**src/pkg/pabmx_pkg.sv**
```systemverilog
// Purpose: Constants for the port A/B alternate-function mux.
// Assumes: AHB-Lite register window, 32-bit words.
// Notes: Offsets are byte addresses.
package pabmx_pkg;
   localparam logic [11:0] PABMX_OFF_PA_AF = 12'h000;
   localparam logic [11:0] PABMX_OFF_PB_AF = 12'h004;
   localparam logic [11:0] PABMX_OFF_PB_SEL1 = 12'h008;
   localparam logic [11:0] PABMX_OFF_PB_SEL2 = 12'h00C;
   localparam logic [11:0] PABMX_OFF_STATUS = 12'h010;
   localparam logic [7:0] PABMX_AF_RESET = 8'h00;
   localparam logic [7:0] PABMX_SEL_RESET = 8'h00;
   localparam logic [1:0] PABMX_PKG_8PIN = 2'h0;
   localparam logic [1:0] PABMX_PKG_20PIN = 2'h1;
   localparam logic [1:0] PABMX_PKG_28PIN = 2'h2;
   localparam int PABMX_STS_DBG_BIT = 0;
   localparam int PABMX_STS_XTAL_BIT = 1;
   localparam int PABMX_STS_PKG_LSB = 2;
   localparam logic [7:0] PABMX_UNLOCK_PATTERN = 8'hA5;
   localparam logic [3:0] PABMX_UNLOCK_LEN = 4'h8;
   localparam logic [1:0] PABMX_HTRANS_NONSEQ = 2'h2;
   localparam logic [31:0] PABMX_ZERO_WORD = 32'h00000000;
   localparam logic [23:0] PABMX_ZERO_PAD = 24'h000000;
endpackage : pabmx_pkg

```
**src/verilog/pabmx_mux.sv**
```systemverilog
// Purpose: Alternate-function selection for ports A and B.
// Assumes: Package variant is a static strap; peripherals give their own directions.
// Notes: Port C/D selects are not held here; port A and D carry no set selects.
`timescale 1ns/10ps
module pabmx_mux
   import pabmx_pkg::*;
(
   input wire logic hclk,
   input wire logic hresetn,
   input wire logic hsel,
   input wire logic [31:0] haddr,
   input wire logic [1:0] htrans,
   input wire logic hwrite,
   input wire logic [2:0] hsize,
   input wire logic [31:0] hwdata,
   input wire logic hready,
   output logic [31:0] hrdata,
   output logic hreadyout,
   output logic hresp,
   input wire logic [1:0] package_variant,
   input wire logic reset_seq,
   input wire logic xtal_enable,
   input wire logic timer0_in_mode,
   input wire logic timer1_in_mode,
   input wire logic [7:0] gpio_a_out,
   input wire logic [7:0] gpio_a_oe,
   input wire logic [7:0] gpio_b_out,
   input wire logic [7:0] gpio_b_oe,
   input wire logic [7:0] port_a_in,
   input wire logic [7:0] port_b_in,
   output logic [7:0] port_a_out,
   output logic [7:0] port_a_oe,
   output logic [7:0] port_b_out,
   output logic [7:0] port_b_oe,
   output logic [7:0] port_b_analog_en,
   output logic [7:0] gpio_a_in,
   output logic [7:0] gpio_b_in,
   input wire logic timer_zero_output,
   input wire logic timer_one_output,
   input wire logic uart_driver_enable,
   input wire logic uart_transmit_data,
   output logic timer_zero_input,
   output logic timer_one_input,
   output logic uart_clear_to_send,
   output logic uart_receive_data,
   output logic external_clock_input,
   output logic analog_in0_amp_out,
   output logic analog_in1_amp_inv,
   output logic analog_in2_amp_noninv,
   output logic analog_in3,
   output logic analog_in7,
   output logic vref_on_port_b,
   output logic xtal_pins_en,
   output logic debug_enable
);
   typedef struct packed {
      logic [7:0] pa_af;
      logic [7:0] pb_af;
      logic [7:0] pb_sel1;
      logic [7:0] pb_sel2;
      logic [11:0] addr;
      logic wr;
      logic rd;
      logic [31:0] rdata;
   } pabmx_state_t;
   pabmx_state_t st_reg;
   pabmx_state_t st_next;
   logic unlocked;
   logic is_8pin;
   logic is_28pin;
   logic [7:0] a_af_eff;
   logic [7:0] a_alt_out;
   logic [7:0] a_alt_oe;
   logic [7:0] b_alt_oe;
   logic [7:0] a_ovr;
   logic [7:0] b_an;

   pabmx_unlock_watch u_watch (
      .hclk(hclk),
      .hresetn(hresetn),
      .reset_seq(reset_seq),
      .debug_pin(port_a_in[0]),
      .unlocked(unlocked)
   );

   // Bus side: decode in the address phase, act in the data phase
   always_comb begin
      st_next = st_reg;
      st_next.wr = 1'b0;
      st_next.rd = 1'b0;
      if (hsel && hready && htrans == PABMX_HTRANS_NONSEQ) begin
         st_next.addr = haddr[11:0];
         st_next.wr = hwrite;
         st_next.rd = !hwrite;
      end
      if (st_reg.wr) begin
         // Port A and D own no set-select words; those addresses read zero
         if (st_reg.addr == PABMX_OFF_PA_AF) begin
            st_next.pa_af = hwdata[7:0];
         end else if (st_reg.addr == PABMX_OFF_PB_AF) begin
            st_next.pb_af = hwdata[7:0];
         end else if (st_reg.addr == PABMX_OFF_PB_SEL1) begin
            st_next.pb_sel1 = hwdata[7:0];
         end else if (st_reg.addr == PABMX_OFF_PB_SEL2) begin
            st_next.pb_sel2 = hwdata[7:0];
         end
      end
      st_next.rdata = PABMX_ZERO_WORD;
      if (hsel && hready && htrans == PABMX_HTRANS_NONSEQ && !hwrite) begin
         if (haddr[11:0] == PABMX_OFF_PA_AF) begin
            st_next.rdata = {PABMX_ZERO_PAD, st_reg.pa_af};
         end else if (haddr[11:0] == PABMX_OFF_PB_AF) begin
            st_next.rdata = {PABMX_ZERO_PAD, st_reg.pb_af};
         end else if (haddr[11:0] == PABMX_OFF_PB_SEL1) begin
            st_next.rdata = {PABMX_ZERO_PAD, st_reg.pb_sel1};
         end else if (haddr[11:0] == PABMX_OFF_PB_SEL2) begin
            st_next.rdata = {PABMX_ZERO_PAD, st_reg.pb_sel2};
         end else if (haddr[11:0] == PABMX_OFF_STATUS) begin
            st_next.rdata = PABMX_ZERO_WORD;
            st_next.rdata[PABMX_STS_DBG_BIT] = debug_enable;
            st_next.rdata[PABMX_STS_XTAL_BIT] = xtal_enable;
            st_next.rdata[PABMX_STS_PKG_LSB +: 2] = package_variant;
         end
      end
   end

   always_ff @(posedge hclk or negedge hresetn) begin
      if (!hresetn) begin
         st_reg <= '0;
      end else begin
         st_reg <= st_next;
      end
   end

   assign hrdata = st_reg.rdata;
   assign hreadyout = 1'b1;
   assign hresp = 1'b0;

   assign is_8pin = (package_variant == PABMX_PKG_8PIN);
   assign is_28pin = (package_variant == PABMX_PKG_28PIN);
   // Debug only exists on the 8-pin part; until unlocked bit 0 is a plain port pin
   assign debug_enable = is_8pin && unlocked;
   assign xtal_pins_en = xtal_enable;

   // Overrides win over any port setting
   always_comb begin
      a_ovr = 8'h00;
      if (xtal_enable) begin
         a_ovr[1:0] = 2'h3;
      end
      if (debug_enable) begin
         a_ovr[0] = 1'b1;
      end
   end

   // Enable alone connects the peripheral of each port A pin, and on the 8-pin part bit 1 also the clock input
   assign a_af_eff = st_reg.pa_af & ~a_ovr;
   always_comb begin
      a_alt_out = 8'h00;
      a_alt_oe = 8'h00;
      a_alt_out[0] = timer_zero_output;
      a_alt_oe[0] = !timer0_in_mode;
      a_alt_out[1] = timer_zero_output;
      a_alt_oe[1] = 1'b1;
      a_alt_out[2] = uart_driver_enable;
      a_alt_oe[2] = 1'b1;
      a_alt_out[5] = uart_transmit_data;
      a_alt_oe[5] = 1'b1;
      a_alt_out[6] = timer_one_output;
      a_alt_oe[6] = !timer1_in_mode;
      a_alt_out[7] = timer_one_output;
      a_alt_oe[7] = 1'b1;
   end

   // Peripheral decides direction once alternate function is chosen
   for (genvar i = 0; i < 8; i++) begin : g_pin_a
      always_comb begin
         if (a_af_eff[i]) begin
            port_a_out[i] = a_alt_out[i];
            port_a_oe[i] = a_alt_oe[i];
         end else if (a_ovr[i]) begin
            // Crystal or debug own the pad, so the port must not fight them
            port_a_out[i] = 1'b0;
            port_a_oe[i] = 1'b0;
         end else begin
            port_a_out[i] = gpio_a_out[i];
            port_a_oe[i] = gpio_a_oe[i];
         end
      end
   end
   // GPIO keeps seeing handed-over pins; only the overrides hide them
   assign gpio_a_in = port_a_in & ~a_ovr;

   // A peripheral input reads low unless its pin is handed over
   always_comb begin
      timer_zero_input = 1'b0;
      timer_one_input = 1'b0;
      uart_clear_to_send = 1'b0;
      uart_receive_data = 1'b0;
      // Timers pick input or a second copy of their output by their mode, not by a port setting
      if (a_af_eff[0] && timer0_in_mode) begin
         timer_zero_input = port_a_in[0];
      end
      if (a_af_eff[6] && timer1_in_mode) begin
         timer_one_input = port_a_in[6];
      end
      if (a_af_eff[3]) begin
         uart_clear_to_send = port_a_in[3];
      end
      if (a_af_eff[4]) begin
         uart_receive_data = port_a_in[4];
      end
   end

   // Select one only; enable must also be set
   assign b_an = st_reg.pb_af & st_reg.pb_sel1;
   always_comb begin
      port_b_analog_en = 8'h00;
      analog_in0_amp_out = 1'b0;
      analog_in1_amp_inv = 1'b0;
      analog_in2_amp_noninv = 1'b0;
      analog_in3 = 1'b0;
      analog_in7 = 1'b0;
      vref_on_port_b = 1'b0;
      if (b_an[0]) begin
         port_b_analog_en[0] = 1'b1;
         analog_in0_amp_out = 1'b1;
      end
      if (b_an[1]) begin
         port_b_analog_en[1] = 1'b1;
         analog_in1_amp_inv = 1'b1;
      end
      if (b_an[2]) begin
         port_b_analog_en[2] = 1'b1;
         analog_in2_amp_noninv = 1'b1;
      end
      if (b_an[3]) begin
         port_b_analog_en[3] = 1'b1;
         analog_in3 = 1'b1;
      end
      if (b_an[4]) begin
         port_b_analog_en[4] = 1'b1;
         analog_in7 = 1'b1;
      end
      // Smaller packages bring the reference out elsewhere, so the pad stays digital
      if (b_an[5] && is_28pin) begin
         port_b_analog_en[5] = 1'b1;
         vref_on_port_b = 1'b1;
      end
      // Bits 6 and 7 are reserved whatever the selects say
   end

   // Clock input pin depends on package
   always_comb begin
      external_clock_input = 1'b0;
      if (is_8pin) begin
         // The small package has no port B, so port A bit 1 takes the clock
         if (a_af_eff[1]) begin
            external_clock_input = port_a_in[1];
         end
      end else if (st_reg.pb_af[3] && !st_reg.pb_sel1[3]) begin
         external_clock_input = port_b_in[3];
      end
   end

   // Port B alternate functions are all inputs or analog: no drive while enabled
   assign b_alt_oe = 8'h00;
   for (genvar j = 0; j < 8; j++) begin : g_pin_b
      always_comb begin
         if (st_reg.pb_af[j]) begin
            port_b_out[j] = 1'b0;
            port_b_oe[j] = b_alt_oe[j];
            // An analog pad would read as noise, so GPIO sees zero
            gpio_b_in[j] = 1'b0;
         end else begin
            port_b_out[j] = gpio_b_out[j];
            port_b_oe[j] = gpio_b_oe[j];
            gpio_b_in[j] = port_b_in[j];
         end
      end
   end
endmodule : pabmx_mux

```
**src/verilog/pabmx_unlock_watch.sv**
```systemverilog
// Purpose: Watches the shared debug pin while reset is applied.
// Assumes: The pin is sampled once per clock while the reset sequence runs.
// Notes: The verdict is latched at the end of the sequence and held until the next sequence starts.
`timescale 1ns/10ps
module pabmx_unlock_watch
   import pabmx_pkg::*;
(
   input wire logic hclk,
   input wire logic hresetn,
   input wire logic reset_seq,
   input wire logic debug_pin,
   output logic unlocked
);
   typedef struct packed {
      logic [7:0] shift;
      logic [3:0] cnt;
      logic unlocked;
   } pabmx_uw_t;
   pabmx_uw_t st_reg;
   pabmx_uw_t st_next;
   always_comb begin
      st_next = st_reg;
      if (reset_seq) begin
         // A fresh reset sequence clears the verdict; a sequence cut short leaves its count to the next
         st_next.shift = {st_reg.shift[6:0], debug_pin};
         if (st_reg.cnt != PABMX_UNLOCK_LEN) begin
            st_next.cnt = st_reg.cnt + 4'h1;
         end
         st_next.unlocked = 1'b0;
      end else if (st_reg.cnt == PABMX_UNLOCK_LEN) begin
         st_next.unlocked = (st_reg.shift == PABMX_UNLOCK_PATTERN);
         st_next.cnt = 4'h0;
      end
   end
   always_ff @(posedge hclk or negedge hresetn) begin
      if (!hresetn) begin
         st_reg <= '0;
      end else begin
         st_reg <= st_next;
      end
   end
   assign unlocked = st_reg.unlocked;
endmodule : pabmx_unlock_watch
```
**config.mk**
```make
export PLATFORM = sky130hd
export DESIGN_NAME = pabmx_mux
export DESIGN_NICKNAME = d
export VERILOG_FILES = /design/src/pkg/pabmx_pkg.sv /design/src/verilog/pabmx_mux.sv /design/src/verilog/pabmx_unlock_watch.sv
export SDC_FILE = /design/constraint.sdc
export NUM_CORES = 1
export LEC_CHECK = 0
export BUFFER_PORTS_ARGS = -buffer_cell sky130_fd_sc_hd__buf_2
export CAP_MARGIN = 20
export CORE_MARGIN = 3
export CORE_UTILIZATION = 43
export CTS_CLUSTER_DIAMETER = 80
export CTS_CLUSTER_SIZE = 8
export DETAILED_ROUTE_END_ITERATION = 8
export HOLD_SLACK_MARGIN = 0.12
export PLACE_DENSITY_LB_ADDON = 0.25
export SYNTH_ARGS = -nofsm -noshare
export SYNTH_HDL_FRONTEND = slang
export SYNTH_SLANG_ARGS = --single-unit
```
**constraint.sdc**
```tcl
create_clock -name hclk -period 2.7 [get_ports hclk]
set_input_delay 0.405 -clock hclk [delete_from_list [all_inputs] [get_ports hclk]]
set_output_delay 0.405 -clock hclk [all_outputs]
set_load 0.005 [all_outputs]
```
==> parameters.txt <==
Parameter                              Value

CTS
  Reg clk slew, reported paths ... 0.07 ns
  TritonCTS buffer count ... 9
  Post-CTS Hold Buffers ... 1
  Worst-skew pair later-pin latency ... 0.34 ns
  Root buf cell ... clkbuf_8
  # resized after CTS ... 0
  Post-CTS setup buffer count ... 0
  TritonCTS clock tree ... yes
  Total clock sinks ... 66
  Buffers from clock root to sink, at most ... 2
  H-tree depth ... 3

Detailed routing
  Post-DR wirelength/cell ... 14.3 um
  Total vias in the final route ... 2884
  Residual DRC ... 0
  Remaining antenna violation count after routing ... 0
  Total Wirelength ... 8.34 mm
  Via/cell ratio ... 4.94
  Initial DRC count ... 74
  Pre-antenna DRT Iters ... 5

Placement
  Port-buffer cells ... 153
  Global placer's final weighted congestion ... 0.732
  Half-perimeter wire length of the detailed placement result ... 6.30 mm

Synthesis
  Largest family of logic cells by synthesized area ... multiplexers
  Multiplexer area fraction after synthesis ... 20.3%
  Syn_area_per_cell ... 11.0 um^2
  Sequential share of the synthesized area ... 44.6%
  Post-synthesis adder-cell area fraction ... 1.01%
  Netlist Area Pre-Place ... 0.00370 mm^2
  Count of synthesis-stage warnings from yosys ... 0
  Yosys reg bits ... 66
  Post-synthesis compound-gate area fraction ... 3.68%
  Area fraction in and, or, nand and nor cells after synthesis ... 18.2%
  Instance count of the mapped netlist ... 337
  Synthesized-area fraction occupied by xor and xnor cells ... 0%
  Number of distinct standard cells referenced by the synthesized netlist ... 40

Worst setup path
  Path length in cells of the critical path ... 4
  CP max FO ... 8
  Slowest cell on the critical path ... and4bb_1
  Worst setup SP type ... register
  Family with the most delay on the worst path ... simple AND/OR/NAND/NOR gates
  Setup slack on the worst flop-to-flop path ... 0.35 ns
  Kind of capture point of the worst setup path ... register
  Start-to-end type of the worst setup path ... reg -> reg
  Worst path cell trace ... or4b_4 -> nor4_4 -> and4bb_1 -> mux2_2
  Arr. time, crit path ... 2.58 ns
  Depth of the worst register-to-register path ... 4
  Worst Setup EP ... st_reg[71]$_DFFE_PN0P_
  Endpoint of the worst register-to-register path ... st_reg[71]$_DFFE_PN0P_
  Number of buffer and inverter instances along the worst setup path ... 0
  Highest cell delay on the worst timing path ... 0.62 ns
  Launching element of the worst setup path ... st_reg[42]$_DFFE_PN0P_
  Worst path required time ... 2.92 ns
  Start of the worst register-to-register path ... st_reg[42]$_DFFE_PN0P_

Flow run
  Max-cap viol count ... 0

Cells and area
  Most common cell after layout, fill and taps aside ... buf_2
  Number of fillers in the final layout ... 777
  Area overhead of the layout relative to synthesis ... 22.1%
  Final #Nets ... 609
  Number of diodes ... 0
  Commonest cells after routing, fill and taps aside ... 153 x buf_2, 66 x dfrtp_1, 55 x mux2_2
  Fraction of layout instances using a drive strength above 1 ... 48.6%
  Final Core Density ... 54.4%
  Flip-flop count of the largest register after layout ... 45

Pwr
  Power density relative to cell area ... 512 mW/mm^2
  Net switching component of the power ... 602 uW
  Part of the power in registers ... 50.2%
  Clock Power Share ... 34.6%
  Internal power of the cells ... 1710 uW
  Comb pwr share ... 15.2%
  Peak ir drop on the vdd network ... 0.268 mV
  Sw Share ... 26.0%
  Leak ... 0.00243 uW

Timing
  Largest clock skew in the final design ... 0.00926 ns
  Total negative slack for setup checks ... 0 ns
  Setup repair after global routing missed its margin ... no
  Normalized max-slew margin ... 55.7%
  Final-report setup violation count ... 0
  Number of max-slew violations in the final report ... 0
  Crit path time final ... 2.35 ns
  Fraction of the cycle the final worst path needs ... 87.1%
  Number of hold violations in the final report ... 0
  Fmax ... 0.425 GHz
  Transition at the pin with the smallest max-transition slack ... 0.660 ns

Global routing
  Global-route usage over all layers ... 17.0%
  Global route overflow ... 0
  Maximum number of pins on one net before global-route repair ... 67
  Number of global-route vias before repair ... 2709
  Wire length of the first global-routing pass ... 13.2 mm
  Antenna violations before repair ... 0

Hold path
  Path type of the worst min-delay path ... in -> reg

Floorplanning
  Row cnt ... 33
  Die W ... 98.8 um
  Ports ... 235
  Starting utilization of the core area ... 44.6%
  Die H ... 98.8 um
  Standard cell core area ... 0.00830 mm^2
  Die Outline Area ... 0.00976 mm^2

Run status
  Run status ... complete, no violations
==> per-layer routing <==
metal | part of all wire (%) | routed length, um | GRT usage (%) | up-vias
li1 | - | - | - | 1367
met1 | 41 | 3430 | 21.6 | 1384
met2 | 50 | 4200 | 28.4 | 122
met3 | 7.3 | 612 | 4.10 | 11
met4 | 1.2 | 98 | 5.99 | 0
met5 | 0 | 0 | 0 | -
==> Yosys cell counts <==
cell type	n	area [um^2]
nand4b_1	2	17.5
o211a_1	4	40.0
and4_1	2	17.5
buf_1	1	3.75
conb_1	2	7.51
nand2_1	9	33.8
nor2_1	19	71.3
o21ai_0	5	25.0
nand2b_1	2	12.5
nor3b_1	2	15.0
ha_1	3	37.5
mux2_2	55	619
and4b_2	1	11.3
clkbuf_1	5	18.8
a21oi_1	7	35.0
buf_4	50	375
a21o_1	1	7.51
o22ai_1	2	12.5
and2_1	9	56.3
mux2i_1	13	130
nor3_1	10	50.1
nand4_2	1	12.5
nand3_1	5	25.0
and3_1	1	6.26
nand3b_1	2	15.0
or4b_4	1	13.8
nand4b_2	1	15.0
nor2b_1	31	194
inv_1	10	37.5
nor4b_1	1	8.76
o21a_1	1	7.51
dfrtp_1	66	1650
buf_6	1	11.3
nor4bb_1	1	10.0
nor4_1	3	18.8
or4_1	2	15.0
and4bb_1	1	12.5
a221oi_1	1	8.76
or2_2	3	18.8
nor4_4	1	21.3
==> worst register-to-register path, delay by kind of cell (launching register included) <==
family,cells,cell delay [ns]
simple gates,3,1.45
mux,1,0.40
flops,1,0.39
==> worst min-delay path by stage <==
stage,end,cells past startpoint,startpoint,slack [ns]
2_1_floorplan,hrdata[0]$_DFF_PN0_,0,hresetn,0.11
5_1_grt,st_reg[33]$_DFF_PN0_,3,hwrite,0.29
3_3_place_gp,st_reg[64]$_DFFE_PN0P_,2,hresetn,0.45
6_report,st_reg[33]$_DFF_PN0_,3,hwrite,0.30
3_5_place_dp,st_reg[72]$_DFFE_PN0P_,2,hresetn,0.45
4_1_cts,st_reg[33]$_DFF_PN0_,3,hwrite,0.29
==> cell type report <==
| cell class | instances | area, um^2 | area share (%) |
|---|---|---|---|
| Clock inverter | 5 | 55.1 | 1.22 |
| Sequential cell | 66 | 1650 | 36.6 |
| Clock buffer | 11 | 131 | 2.91 |
| Multi-Input combinational cell | 230 | 1700 | 37.6 |
| Tap cell | 105 | 131 | 2.91 |
| Inverter | 10 | 37.5 | 0.831 |
| Timing Repair Buffer | 157 | 811 | 17.9 |
==> power by group through the flow <==
stage	clock, uW	sequential (uW)	combinational (uW)
floorplan	0	1160	236
global placement	0	1170	341
detailed placement	0	1180	351
CTS	809	1160	355
global route	858	1180	393
finish	800	1160	350
==> per-stage QoR <==
stage	instance area (um^2)	total power (uW)	setup WS, ns	hold WS (ns)	cells
4_1_cts	4520	2320	0.356	0.288	584
3_5_place_dp	4320	1530	0.396	0.449	567
5_1_grt	4520	2430	0.296	0.286	584
6_report	4520	2310	0.349	0.298	584
2_1_floorplan	3800	1390	0.757	0.109	363
3_3_place_gp	4320	1510	0.433	0.448	567
==> cells by family (layout without fill, tap and decap cells) <==
family / Yosys count / in the layout
buffers and inverters: 67 / 183
AND/OR/NAND/NOR: 110 / 110
multiplexers: 68 / 68
AO/OA/AOI/OAI: 21 / 21
adder cells (fa/ha/maj): 3 / 3
other: 2 / 28
flip-flops: 66 / 66
Power figures use the tool's default switching activity.
